--- src/hw/mrs_pkg.sv ---
// Purpose: shared constants and types of the multi-reference step sequencer
// Assumes: 32-bit Avalon-MM slave with word addressing by byte offset
// Notes:   set points in units of 0.1 %, run times in units of 0.1 s or 0.1 h
package mrs_pkg;
  localparam int          NUM_STEPS    = 16;
  localparam int          IDX_W        = 4;
  localparam int          ADDR_W       = 8;
  // register byte offsets
  localparam logic [7:0]  OFS_SETPOINT = 8'h00;  // 16 words
  localparam logic [7:0]  OFS_RUNTIME  = 8'h40;  // 16 words
  localparam logic [7:0]  OFS_RAMP     = 8'h80;  // 16 words
  localparam logic [7:0]  OFS_CONFIG   = 8'hC0;
  localparam logic [7:0]  OFS_RETAIN   = 8'hC4;
  localparam logic [7:0]  OFS_COMMAND  = 8'hC8;
  localparam logic [7:0]  OFS_STATUS   = 8'hCC;
  localparam logic [7:0]  OFS_SAVED    = 8'hD0;
  localparam logic [7:0]  OFS_TOP      = 8'hD4;
  // field positions
  localparam int          CFG_SEQ_BIT  = 0;
  localparam int          CFG_END_LSB  = 1;
  localparam int          CFG_UNIT_BIT = 3;
  localparam int          CFG_SRC_LSB  = 4;
  localparam int          CMD_RUN_BIT  = 0;
  localparam int          CMD_STOP_BIT = 1;
  localparam int          CMD_PDN_BIT  = 2;
  // value limits and reset values
  localparam logic signed [15:0] SP_MAX    = 16'sh03E8;  // 100.0 %
  localparam logic signed [15:0] SP_MIN    = -16'sh03E8; // -100.0 %
  localparam logic signed [15:0] SP_RESET  = 16'sh0000;
  localparam logic [15:0]        TIME_RESET = 16'h0000;
  localparam logic [1:0]         RAMP_RESET = 2'h0;
  localparam logic [25:0]        PCT_FULL   = 26'h00003E8;
  localparam logic [6:0]         RETAIN_RESET = 7'h00;
  localparam logic [6:0]         DEC_TEN    = 7'h0A;
  // timing: one tick is a tenth of a second
  localparam real         TENTH_SEC_NS = 100000000.0;
  localparam real         CLK_NS       = 25.0;
  localparam int          TENTH_CYCLES = int'(TENTH_SEC_NS / CLK_NS);
  localparam int          HOUR_TICKS   = 3600;  // tenth-seconds per tenth-hour
  typedef enum logic [1:0] {END_STOP = 2'h0, END_KEEP = 2'h1, END_REPEAT = 2'h2} mrs_end_type;
  typedef enum logic [2:0] {SRC_STORED = 3'h0, SRC_AIN1 = 3'h1, SRC_AIN2 = 3'h2, SRC_AIN3 = 3'h3,
                            SRC_PULSE = 3'h4, SRC_PID = 3'h5, SRC_PRESET = 3'h6} mrs_src_type;
  typedef enum logic [2:0] {ST_IDLE = 3'b001, ST_RUN = 3'b010, ST_HOLD = 3'b100} mrs_state_type;
  typedef struct packed {
    logic signed [15:0] analog_input_one;
    logic signed [15:0] analog_input_two;
    logic signed [15:0] analog_input_three;
    logic signed [15:0] pulse_input_terminal;
    logic signed [15:0] pid_output;
    logic signed [15:0] preset_frequency;
  } mrs_sources_type;
  typedef struct packed {
    logic               active;
    logic               reverse;
    logic signed [15:0] percent;
    logic [15:0]        frequency;
    logic [1:0]         ramp_select;
    logic [3:0]         step;
  } mrs_ref_type;
endpackage

--- src/hw/mrs_sequencer.sv ---
// Purpose: speed reference selection from sixteen set points, with step sequencer
// Assumes: select terminals are asynchronous pins; reference sources are on clk_sys
// Notes:   Avalon-MM slave, one wait state on every access
//
// Summary of operation
// - set points are signed 0.1 % of maximum frequency, clamped to +-100.0 %, reset 0.
// - negative selected set point drives reverse, positive drives forward.
// - sixteen set points selected by four select terminals.
// - terminal bit3 is index msb, bit0 lsb; all off is 0, all on 15.
// - each step has its own run time and ramp selection.
// - run time 0 to 65535 tenths of the time unit, reset 0.
// - 2-bit ramp selector per step, reset 0.
// - end mode 0 stops after one cycle until next run command.
// - end mode 1 keeps final step frequency and direction.
// - end mode 2 repeats cycles until stop command.
// - retention is decimal; units digit at power down, tens digit at stop.
// - retained state is kept at power down, or at stop unless holding the final step in end mode 1, and resumed later.
// - without retention the sequence restarts from the first step.
// - time unit 0 is seconds, 1 is hours.
// - set point 0 source chosen by 3-bit code 0 to 6.
//
// The Avalon-MM slave port and the placing of the registers are this design's own decisions.
`timescale 1ns/1ps
`default_nettype none
module mrs_sequencer
  import mrs_pkg::*;
#(
  parameter int TENTH_SEC_CYCLES = TENTH_CYCLES,
  parameter int TICKS_PER_HOUR   = HOUR_TICKS
) (
  input  wire logic                      clk_sys,
  input  wire logic                      reset_n,
  input  wire logic [mrs_pkg::ADDR_W-1:0] avs_address,
  input  wire logic                      avs_read,
  input  wire logic                      avs_write,
  input  wire logic [31:0]               avs_writedata,
  output logic      [31:0]               avs_readdata,
  output logic                           avs_waitrequest,
  input  wire logic                      select_terminal_bit0,
  input  wire logic                      select_terminal_bit1,
  input  wire logic                      select_terminal_bit2,
  input  wire logic                      select_terminal_bit3,
  input  wire logic [15:0]               maximum_frequency,
  input  wire mrs_pkg::mrs_sources_type  sources,
  output mrs_pkg::mrs_ref_type           ref_out
);
  import mrs_pkg::*;

  if (TENTH_SEC_CYCLES < 2 || TENTH_SEC_CYCLES > 2**24) begin : g_chk_tenth
    $error("TENTH_SEC_CYCLES out of range");
  end
  if (TICKS_PER_HOUR < 1 || TICKS_PER_HOUR > 65535) begin : g_chk_hour
    $error("TICKS_PER_HOUR out of range");
  end

  localparam logic [23:0] TENTH_LAST = 24'(TENTH_SEC_CYCLES - 1);
  localparam logic [15:0] HOUR_LAST  = 16'(TICKS_PER_HOUR - 1);
  localparam logic [3:0]  LAST_STEP  = 4'(NUM_STEPS - 1);

  function automatic logic signed [15:0] clamp_sp(input logic [15:0] v);
    logic signed [15:0] s;
    s = signed'(v);
    if (s > SP_MAX) clamp_sp = SP_MAX;
    else if (s < SP_MIN) clamp_sp = SP_MIN;
    else clamp_sp = s;
  endfunction

  function automatic logic [3:0] word_index(input logic [7:0] a);
    word_index = a[5:2];
  endfunction

  // select terminal synchroniser
  logic [3:0] sel_meta_ff;
  logic [3:0] sel_sync_ff;
  always_ff @(posedge clk_sys or negedge reset_n) begin
    if (!reset_n) begin
      sel_meta_ff <= 4'h0;
      sel_sync_ff <= 4'h0;
    end else begin
      sel_meta_ff <= {select_terminal_bit3, select_terminal_bit2, select_terminal_bit1, select_terminal_bit0};
      sel_sync_ff <= sel_meta_ff;
    end
  end

  // register file
  logic signed [15:0] sp_ff [NUM_STEPS];
  logic signed [15:0] nxt_sp [NUM_STEPS];
  logic [15:0]        time_ff [NUM_STEPS];
  logic [15:0]        nxt_time [NUM_STEPS];
  logic [1:0]         ramp_ff [NUM_STEPS];
  logic [1:0]         nxt_ramp [NUM_STEPS];
  logic               seq_en_ff;
  logic               nxt_seq_en;
  logic [1:0]         end_mode_ff;
  logic [1:0]         nxt_end_mode;
  logic               unit_hour_ff;
  logic               nxt_unit_hour;
  logic [2:0]         src_ff;
  logic [2:0]         nxt_src;
  logic [6:0]         retain_ff;
  logic [6:0]         nxt_retain;
  logic               ack_ff;
  logic               nxt_ack;
  logic [31:0]        rdata_ff;
  logic [31:0]        nxt_rdata;
  logic               wr_go;
  logic               cmd_run;
  logic               cmd_stop;
  logic               cmd_pdn;
  logic               saved_wr;
  logic               keep_at_pdn;
  logic               keep_at_stop;
  logic [7:0]         addr;

  // sequencer state
  mrs_state_type      state_ff;
  mrs_state_type      nxt_state;
  logic [3:0]         step_ff;
  logic [3:0]         nxt_step;
  logic [15:0]        elapsed_ff;
  logic [15:0]        nxt_elapsed;
  logic [23:0]        pre_ff;
  logic [23:0]        nxt_pre;
  logic [15:0]        hour_ff;
  logic [15:0]        nxt_hour;
  logic               tick;

  assign addr            = avs_address;
  assign avs_waitrequest = (avs_read | avs_write) & ~ack_ff;
  assign avs_readdata    = rdata_ff;
  assign wr_go           = avs_write & ack_ff;
  assign cmd_run         = wr_go && addr == OFS_COMMAND && avs_writedata[CMD_RUN_BIT];
  assign cmd_stop        = wr_go && addr == OFS_COMMAND && avs_writedata[CMD_STOP_BIT];
  assign cmd_pdn         = wr_go && addr == OFS_COMMAND && avs_writedata[CMD_PDN_BIT];
  assign saved_wr        = wr_go && addr == OFS_SAVED && state_ff == ST_IDLE;
  assign keep_at_pdn     = (retain_ff == 7'h01) || (retain_ff == 7'h0B);
  assign keep_at_stop    = retain_ff >= DEC_TEN;

  always_comb begin
    nxt_ack       = (avs_read | avs_write) & ~ack_ff;
    nxt_rdata     = rdata_ff;
    nxt_seq_en    = seq_en_ff;
    nxt_end_mode  = end_mode_ff;
    nxt_unit_hour = unit_hour_ff;
    nxt_src       = src_ff;
    nxt_retain    = retain_ff;
    for (int i = 0; i < NUM_STEPS; i++) begin
      nxt_sp[i]   = sp_ff[i];
      nxt_time[i] = time_ff[i];
      nxt_ramp[i] = ramp_ff[i];
    end
    if (wr_go) begin
      if (addr < OFS_RUNTIME) begin
        nxt_sp[word_index(addr)] = clamp_sp(avs_writedata[15:0]);
      end else if (addr < OFS_RAMP) begin
        nxt_time[word_index(addr)] = avs_writedata[15:0];
      end else if (addr < OFS_CONFIG) begin
        nxt_ramp[word_index(addr)] = avs_writedata[1:0];
      end else if (addr == OFS_CONFIG) begin
        nxt_seq_en    = avs_writedata[CFG_SEQ_BIT];
        nxt_end_mode  = avs_writedata[CFG_END_LSB +: 2];
        nxt_unit_hour = avs_writedata[CFG_UNIT_BIT];
        nxt_src       = avs_writedata[CFG_SRC_LSB +: 3];
      end else if (addr == OFS_RETAIN) begin
        nxt_retain = avs_writedata[6:0];
      end
    end
    if (avs_read && !ack_ff) begin
      if (addr < OFS_RUNTIME) begin
        nxt_rdata = {{16{sp_ff[word_index(addr)][15]}}, sp_ff[word_index(addr)]};
      end else if (addr < OFS_RAMP) begin
        nxt_rdata = {16'h0000, time_ff[word_index(addr)]};
      end else if (addr < OFS_CONFIG) begin
        nxt_rdata = {30'h00000000, ramp_ff[word_index(addr)]};
      end else if (addr == OFS_CONFIG) begin
        nxt_rdata = {25'h0000000, src_ff, unit_hour_ff, end_mode_ff, seq_en_ff};
      end else if (addr == OFS_RETAIN) begin
        nxt_rdata = {25'h0000000, retain_ff};
      end else if (addr == OFS_STATUS) begin
        nxt_rdata = {21'h000000, state_ff, ref_out.ramp_select, ref_out.reverse, ref_out.active, ref_out.step};
      end else if (addr == OFS_SAVED) begin
        nxt_rdata = {12'h000, elapsed_ff, step_ff};
      end else begin
        nxt_rdata = 32'h00000000;
      end
    end
  end

  always_ff @(posedge clk_sys or negedge reset_n) begin
    if (!reset_n) begin
      ack_ff       <= 1'b0;
      rdata_ff     <= 32'h00000000;
      seq_en_ff    <= 1'b0;
      end_mode_ff  <= END_STOP;
      unit_hour_ff <= 1'b0;
      src_ff       <= SRC_STORED;
      retain_ff    <= RETAIN_RESET;
      for (int i = 0; i < NUM_STEPS; i++) begin
        sp_ff[i]   <= SP_RESET;
        time_ff[i] <= TIME_RESET;
        ramp_ff[i] <= RAMP_RESET;
      end
    end else begin
      ack_ff       <= nxt_ack;
      rdata_ff     <= nxt_rdata;
      seq_en_ff    <= nxt_seq_en;
      end_mode_ff  <= nxt_end_mode;
      unit_hour_ff <= nxt_unit_hour;
      src_ff       <= nxt_src;
      retain_ff    <= nxt_retain;
      for (int i = 0; i < NUM_STEPS; i++) begin
        sp_ff[i]   <= nxt_sp[i];
        time_ff[i] <= nxt_time[i];
        ramp_ff[i] <= nxt_ramp[i];
      end
    end
  end

  // step timing and sequence control
  assign tick = (pre_ff == TENTH_LAST) && (!unit_hour_ff || hour_ff == HOUR_LAST);

  always_comb begin
    nxt_state   = state_ff;
    nxt_step    = step_ff;
    nxt_elapsed = elapsed_ff;
    nxt_pre     = (state_ff == ST_RUN && pre_ff != TENTH_LAST) ? pre_ff + 24'h000001 : 24'h000000;
    nxt_hour    = hour_ff;
    if (state_ff == ST_RUN && pre_ff == TENTH_LAST) begin
      nxt_hour = (hour_ff == HOUR_LAST || !unit_hour_ff) ? 16'h0000 : hour_ff + 16'h0001;
    end
    case (state_ff)
      ST_IDLE: begin
        if (cmd_run && seq_en_ff) begin
          nxt_state = ST_RUN;
        end
      end
      ST_RUN: begin
        if (elapsed_ff >= time_ff[step_ff]) begin
          nxt_elapsed = 16'h0000;
          nxt_pre     = 24'h000000;
          nxt_hour    = 16'h0000;
          if (step_ff != LAST_STEP) begin
            nxt_step = step_ff + 4'h1;
          end else begin
            case (end_mode_ff)
              END_KEEP: begin
                nxt_state = ST_HOLD;
              end
              END_REPEAT: begin
                nxt_step = 4'h0;
              end
              default: begin
                nxt_state = ST_IDLE;
                nxt_step  = 4'h0;
              end
            endcase
          end
        end else if (tick) begin
          nxt_elapsed = elapsed_ff + 16'h0001;
        end
      end
      ST_HOLD: begin
        nxt_state = ST_HOLD;
      end
      default: begin
        nxt_state = ST_IDLE;
      end
    endcase
    if (!seq_en_ff && state_ff != ST_IDLE) begin
      nxt_state = ST_IDLE;
    end
    if (cmd_stop || (!seq_en_ff && state_ff != ST_IDLE)) begin
      nxt_state = ST_IDLE;
      if (!keep_at_stop || state_ff == ST_HOLD) begin
        nxt_step    = 4'h0;
        nxt_elapsed = 16'h0000;
      end else begin
        nxt_step    = step_ff;
        nxt_elapsed = elapsed_ff;
      end
      nxt_pre  = 24'h000000;
      nxt_hour = 16'h0000;
    end
    if (cmd_pdn) begin
      nxt_state = ST_IDLE;
      if (!keep_at_pdn) begin
        nxt_step    = 4'h0;
        nxt_elapsed = 16'h0000;
      end
      nxt_pre  = 24'h000000;
      nxt_hour = 16'h0000;
    end
    if (saved_wr) begin
      nxt_step    = avs_writedata[3:0];
      nxt_elapsed = avs_writedata[19:4];
    end
  end

  always_ff @(posedge clk_sys or negedge reset_n) begin
    if (!reset_n) begin
      state_ff   <= ST_IDLE;
      step_ff    <= 4'h0;
      elapsed_ff <= 16'h0000;
      pre_ff     <= 24'h000000;
      hour_ff    <= 16'h0000;
    end else begin
      state_ff   <= nxt_state;
      step_ff    <= nxt_step;
      elapsed_ff <= nxt_elapsed;
      pre_ff     <= nxt_pre;
      hour_ff    <= nxt_hour;
    end
  end

  // reference selection
  logic [3:0]         idx;
  logic signed [15:0] sel_sp;
  logic [15:0]        mag;
  logic [25:0]        prod;
  mrs_ref_type        nxt_ref;
  mrs_ref_type        ref_ff;

  always_comb begin
    idx    = seq_en_ff ? step_ff : sel_sync_ff;
    sel_sp = sp_ff[idx];
    if (idx == 4'h0) begin
      case (mrs_src_type'(src_ff))
        SRC_AIN1:   sel_sp = clamp_sp(sources.analog_input_one);
        SRC_AIN2:   sel_sp = clamp_sp(sources.analog_input_two);
        SRC_AIN3:   sel_sp = clamp_sp(sources.analog_input_three);
        SRC_PULSE:  sel_sp = clamp_sp(sources.pulse_input_terminal);
        SRC_PID:    sel_sp = clamp_sp(sources.pid_output);
        SRC_PRESET: sel_sp = clamp_sp(sources.preset_frequency);
        default:    sel_sp = sp_ff[0];
      endcase
    end
    if (seq_en_ff && state_ff == ST_IDLE) begin
      sel_sp = SP_RESET;
    end
    mag  = sel_sp[15] ? 16'(-sel_sp) : 16'(sel_sp);
    prod = 26'(mag[9:0]) * 26'(maximum_frequency);
    nxt_ref.active      = !seq_en_ff || state_ff != ST_IDLE;
    nxt_ref.reverse     = sel_sp[15];
    nxt_ref.percent     = sel_sp;
    nxt_ref.frequency   = 16'(prod / PCT_FULL);
    nxt_ref.ramp_select = seq_en_ff ? ramp_ff[step_ff] : RAMP_RESET;
    nxt_ref.step        = idx;
  end

  always_ff @(posedge clk_sys or negedge reset_n) begin
    if (!reset_n) begin
      ref_ff <= '0;
    end else begin
      ref_ff <= nxt_ref;
    end
  end
  assign ref_out = ref_ff;

  // checks
  AST_CLAMP: assert property (@(posedge clk_sys) disable iff (!reset_n)
    ref_out.percent <= SP_MAX && ref_out.percent >= SP_MIN) else $error("set point outside range");
  AST_DIR: assert property (@(posedge clk_sys) disable iff (!reset_n)
    ref_out.reverse == (ref_out.percent < 0)) else $error("direction does not follow sign");
  AST_SELECT: assert property (@(posedge clk_sys) disable iff (!reset_n)
    !seq_en_ff && $stable(sel_sync_ff) && $stable(seq_en_ff) |=> ref_out.step == $past(sel_sync_ff))
    else $error("terminal index not applied");
  AST_ADVANCE: assert property (@(posedge clk_sys) disable iff (!reset_n)
    state_ff == ST_RUN && elapsed_ff >= time_ff[step_ff] && step_ff != LAST_STEP && !cmd_stop && !cmd_pdn
    && seq_en_ff && !saved_wr |=> step_ff == $past(step_ff) + 4'h1) else $error("step did not advance");
  AST_END_STOP: assert property (@(posedge clk_sys) disable iff (!reset_n)
    state_ff == ST_RUN && step_ff == LAST_STEP && elapsed_ff >= time_ff[step_ff] && end_mode_ff == END_STOP
    && !cmd_stop && !cmd_pdn |=> state_ff == ST_IDLE && step_ff == 4'h0) else $error("cycle end did not stop");
  AST_END_KEEP: assert property (@(posedge clk_sys) disable iff (!reset_n)
    state_ff == ST_HOLD && !cmd_stop && !cmd_pdn && seq_en_ff |=> state_ff == ST_HOLD && $stable(step_ff))
    else $error("final step not kept");
  AST_REPEAT: assert property (@(posedge clk_sys) disable iff (!reset_n)
    state_ff == ST_RUN && step_ff == LAST_STEP && elapsed_ff >= time_ff[step_ff] && end_mode_ff == END_REPEAT
    && !cmd_stop && !cmd_pdn && seq_en_ff && !saved_wr |=> state_ff == ST_RUN && step_ff == 4'h0)
    else $error("cycle did not repeat");
  AST_NO_RETAIN: assert property (@(posedge clk_sys) disable iff (!reset_n)
    cmd_pdn && !keep_at_pdn |=> step_ff == 4'h0 && elapsed_ff == 16'h0000) else $error("state kept at power down");
  AST_RETAIN_STOP: assert property (@(posedge clk_sys) disable iff (!reset_n)
    cmd_stop && keep_at_stop && state_ff == ST_RUN && !saved_wr |=> state_ff == ST_IDLE && $stable(step_ff))
    else $error("state lost at stop");
  AST_HOLD_TIME: assert property (@(posedge clk_sys) disable iff (!reset_n)
    state_ff == ST_RUN && elapsed_ff < time_ff[step_ff] && !tick && seq_en_ff && !cmd_stop && !cmd_pdn
    && !saved_wr |=> $stable(step_ff) && $stable(elapsed_ff)) else $error("step left early");
  COV_ADVANCE: cover property (@(posedge clk_sys) disable iff (!reset_n)
    state_ff == ST_RUN ##1 step_ff != $past(step_ff));
  COV_HOLD: cover property (@(posedge clk_sys) disable iff (!reset_n) state_ff == ST_HOLD);
  COV_REVERSE: cover property (@(posedge clk_sys) disable iff (!reset_n) ref_out.reverse && ref_out.active);
endmodule // mrs_sequencer
`default_nettype wire

--- config.mk ---
export PLATFORM = sky130hd
export DESIGN_NAME = mrs_sequencer
export DESIGN_NICKNAME = d
export VERILOG_FILES = /design/src/hw/mrs_pkg.sv /design/src/hw/mrs_sequencer.sv
export SDC_FILE = /design/constraint.sdc
export NUM_CORES = 2
export LEC_CHECK = 0
export ABC_AREA = 1
export BUFFER_PORTS_ARGS = -buffer_cell sky130_fd_sc_hd__buf_4
export CORE_UTILIZATION = 55
export CTS_BUF_LIST = sky130_fd_sc_hd__clkbuf_8
export DETAILED_ROUTE_END_ITERATION = 12
export PLACE_DENSITY_LB_ADDON = 0.1
export SYNTH_ARGS = -nofsm -noshare
export SYNTH_HDL_FRONTEND = slang
export SYNTH_SLANG_ARGS = --single-unit
--- constraint.sdc ---
create_clock -name clk_sys -period 14.5 [get_ports clk_sys]
set_clock_uncertainty 0.2 [all_clocks]
set_input_delay 0.725 -clock clk_sys [delete_from_list [all_inputs] [get_ports clk_sys]]
set_output_delay 0.725 -clock clk_sys [all_outputs]
set_load 0.005 [all_outputs]
=== Word level (Yosys, flattened, before mapping) ===
Index checks and enable logic that the tools add are counted.

* Input bits: 160
* Logic and storage cells: 256
* Output and inout bits: 73
* Register bits after elaboration: 702

* Magnitude comparators: 23
* Equal/unequal tests: 27
* Add/subtract/negate cells: 5
* Div/mod/pow operators: 1
* Multiplexer cells: 90
* Reduce and logical (&&, ||, !) cells: 30
* $mul: 1
* Bitwise logic cells: 11

{| class="wikitable"
|+ Operators by type and width
! operator !! number
|-
| $mux W16 || 41
|-
| $bwmux W256 || 2
|-
| $bmux W16 S4 || 4
|-
| $mux W20 || 6
|-
| $mux W24 || 5
|-
| $gt A16 B11 Y1 const B || 7
|-
| $lt A16 B11 Y1 const B || 7
|-
| $pmux W16 S6 || 1
|-
| $demux W16 S4 || 1
|-
| $eq A8 B8 Y1 const B || 5
|-
| $mux W4 || 10
|-
| $add A16 B1 Y16 const B || 2
|-
| $bwmux W32 || 1
|-
| $mux W32 || 1
|-
| $div A26 B10 Y26 const B || 1
|-
| $mul A10 B16 Y26 || 1
|-
| $add A24 B1 Y24 const B || 1
|-
| $eq A24 B22 Y1 const B || 1
|-
| $ne A24 B22 Y1 const B || 1
|-
| $mux W3 || 6
|-
| $bmux W2 S4 || 2
|-
| $eq A16 B12 Y1 const B || 1
|-
| $ge A16 B16 Y1 || 1
|-
| $lt A8 B8 Y1 const B || 2
|-
| 36 further kinds || 78
|}

=== Logic depth before layout (Yosys ltp) ===
* Word-level depth: 11
* Mapped depth: 137

=== Least setup slack after synthesis ===
OpenSTA, ideal clock, no wires.

* Path type: reg-to-reg
* From: register step_ff[2]
* To: register ref_ff, in the netlist ref_out[6]
* Data required time: 14.181 ns
* Arrival time: 15.043 ns
* Cell stages (with the launch flop): 116
* Setup slack: -0.862 ns
* Path buffers: 3
* Cells stage by stage: dfrtp_1 -> clkbuf_1 -> inv_1 -> nand2_1 -> o21ai_1 -> clkinv_1 -> nor2_1 -> nand3_1 -> clkinv_1 -> clkbuf_1 -> nand2_1 -> nand2_1 -> buf_1 -> ha_1 -> nand2_1 -> nor4_1 -> o21ai_0 -> nand2_1 -> (+80 left out) -> nand2_1 -> inv_2 -> nand2_1 -> nand2_1 -> nand2_1 -> nand2_1 -> nor2_1 -> nand2_4 -> nand2_4 -> nand2_1 -> nand3_2 -> nand2_1 -> nor2_2 -> o21ai_1 -> nand2_1 -> nand2_1 -> nand4_1 -> nand2_1

{| class="wikitable"
|+ RTL lines
! what !! line !! text
|-
| start, declared || mrs_sequencer.sv:118 || <nowiki>logic [3:0] step_ff;</nowiki>
|-
| start signal, assigned || mrs_sequencer.sv:308 || <nowiki>step_ff <= nxt_step;</nowiki>
|-
| end signal, assigned || mrs_sequencer.sv:354 || <nowiki>ref_ff <= nxt_ref;</nowiki>
|-
| end, declared || mrs_sequencer.sv:321 || <nowiki>mrs_ref_type ref_ff;</nowiki>
|}

==> results.cfg <==
[timing]
max_freq_mhz = 63.3
period_share = 1.09
hold_violations = 0
drv_slew = 0
finalCriticalPeriod_ns = 15.80
slew_headroom = 0.0526
fin_hold_ws_ns = 0.152
setup_ws_ns = -1.30
tightestPinTransition_ns = 1.41
rsz0062_at_grt = yes
finalSetupViolCount = 4

[hold_path]
min_from = sel_meta_ff[3]$_DFF_PN0_
hp-class = reg -> reg
min_to = sel_sync_ff[3]$_DFF_PN0_
holdPathStages = 0

[setup_path]
regToRegSetupSlack_ns = -1.30
path_class = reg -> reg
crit_fanout = 7
critPathTopFamily = buffers and inverters
r2r_cells = 105
r2r_start = seq_en_ff$_DFFE_PN0P_
crit_start = seq_en_ff$_DFFE_PN0P_
cp_data_required_time_ns = 14.97
cp-end-kind = flop
cpMostUsedCell = buf_4
slowest_stage = fa_1
path_buf_inv = 47
startpoint_type = flop
rr_endpoint = ref_out[6]$_DFF_PN0_
worstPathArrival_ns = 16.28
cpPeakStageDelay_ns = 0.63

[die]
dieHeight_um = 290
fp-row-count = 105
start_util = 0.557
boundaryPins = 233
die_area_um2 = 84200
core_um2 = 82100
die_w_um = 290

[route]
drt_iter0_markers = 5891
postRouteAntennaNets = 0
vias = 49282
drt-pass1-iter-count = 6
post_drt_wl_per_cell_um = 22.1
avgViaCountPerCell = 6.07
drc = 0
wl_mm = 179

[yosys]
synth_top_area_frac = 0.377
synth_edf_count = 0
netlist_area_um2 = 45700
synth_fa_ha_area_frac = 0.0726
syn_inst = 6179
yosysWarnings = 0
synth_compound_area_frac = 0.231
synth_top_family_by_area = compound AO/OA/AOI/OAI gates
yosysTopAreaCell = dfrtp_1
synth_seq_cells = 690
synth.top_cells.by_count = nand2_1, o21ai_0, dfrtp_1, inv_1, nor2_1
ys.flop_type = dfrtp_1
synthSimpleGateAreaFrac = 0.222
synthArstFlopShare = 1.00
avgSynthCellArea_um2 = 7.40
netlist_top_cells_area = dfrtp_1, nand2_1, o21ai_0
ys_seq_area_frac = 0.378
synth.mux.area_fraction = 0
synth_nets = 6538
yosysMostFrequentCell = nand2_1
synth_xor_area_frac = 0.0109
yosysUniqueCellTypes = 71

[global_routing]
overflow = 0
grt_pass1_wl_mm = 271
grt_max_degree = 163
grt_antenna_before_repair = 5
grt_pass1_vias = 47126
grt_util_all_layers = 0.414

[cts]
cts_tree = yes
cts.path.max_buffers = 3
cts_buffers = 119
htree_levels = 3
clkLatencyLatePin_ns = 0.81
clkSlewWorstSetupHoldPaths_ns = 0.06
cts-root-buf = clkbuf_8
clkSinkCount = 690

[job]
cap_violations = 0

[placed_design]
dp_slack_ns = -2.71
io_buffers = 220
gp_congestion = 1.02
dp_hpwl_mm = 119

[final_layout]
area_growth_pct = 27.9
final_layout_size_suffix_gt1_frac = 0.246
nets = 7312

[run_status]
violations = negative setup slack
status = finished, violations left
## worst reg2reg max path: cells and delay by family, from the launching register on
kind	cells	cell delay, ns
AOI/OAI and AO/OA	9	1.55
xor gates and xnor gates	1	0.35
adders and majority gates	6	2.83
buffers and inverters	47	5.84
DFF	1	0.43
and+or+nand+nor	42	4.52
## through the flow
stage,cell area (um2),TNS [ns],std cells,util
after global routing,58400,-6.47,8112,0.712
after floorplan,45800,-0.246,6179,-
final,58400,-3.26,8113,0.712
after global placement,52700,-8.34,7773,0.642
after detailed placement,52700,-10.31,7773,0.642
after CTS,57200,-1.31,8079,0.697
## final cells by class
class / count / area [um2]
multi-input cells: 4458 / 26800
fillers: 6645 / 23700
flip-flops and latches: 690 / 17300
repair buffers: 1020 / 8140
inverters: 663 / 2560
clock buffers: 147 / 2020
well taps: 1070 / 1340
clock inverters: 61 / 325
repair inverters: 1 / 8.76
diodes: 3 / 7.51
## placed cells by master (no fill, tap or decap), types with 49 or more instances in the layout
master	count
a21oi_1	261
a22oi_1	211
buf_4	962
clkbuf_8	147
dfrtp_1	685
fa_1	101
ha_1	68
inv_1	615
inv_2	62
nand2_1	1254
nand2_2	127
nand2_4	60
nand3_1	190
nand3_2	49
nand4_1	66
nor2_1	408
nor3_1	60
o21ai_0	950
o221ai_1	58
o22ai_1	84
## flip-flops by register name, indices dropped and copies added, names as in the netlist, 3 cells and up
signal and count:
ramp_ff 32, hour_ff 16, avs_readdata 21, sp_ff 256, pre_ff 24, elapsed_ff 16, step_ff 4, ref_out 39
time_ff 256, retain_ff 7, src_ff 3, sel_sync_ff 4, sel_meta_ff 4, state_ff 3
## repair_timing
| action | CTS | global route |
|---|---|---|
| buffers inserted | 86 | 29 |
| hold buffers | 11 | 0 |
| cloned | 3 | 2 |
| endpoints found under the hold margin | 100 | 0 |
| endpoints found under the setup margin | 5 | 5 |
| pin swaps | 203 | 116 |
| resized for setup | 330 | 232 |
## layer usage
layer / GRT usage / vias to the layer above / share of wire
met2: 0.624 / 2958 / 0.44
met5: 0 / - / 0.00018
met1: 0.545 / 23329 / 0.39
li1: - / 22375 / -
met4: 0.247 / 6 / 0.064
met3: 0.0942 / 614 / 0.11
## logic make-up after synthesis
family | count (synthesis)
DFF | 690
AOI/OAI and AO/OA | 1813
and+or+nand+nor | 2389
adders and majority gates | 199
buffers and inverters | 1031
xor gates and xnor gates | 57
## worst max path at each step
stage | to | slack (ns) | cells after the start
after floorplan | ref_out[6]$_DFF_PN0_ | -0.25 | 122
after global placement | ref_out[6]$_DFF_PN0_ | -2.34 | 121
after detailed placement | ref_out[6]$_DFF_PN0_ | -2.71 | 121
after CTS | ref_out[6]$_DFF_PN0_ | -0.69 | 122
after global routing | ref_out[6]$_DFF_PN0_ | -2.07 | 120
final | ref_out[6]$_DFF_PN0_ | -1.30 | 105
Power is left out: the tool's default activity adds up to more than one toggle a clock period on the data nets, which glitch-free logic cannot reach.
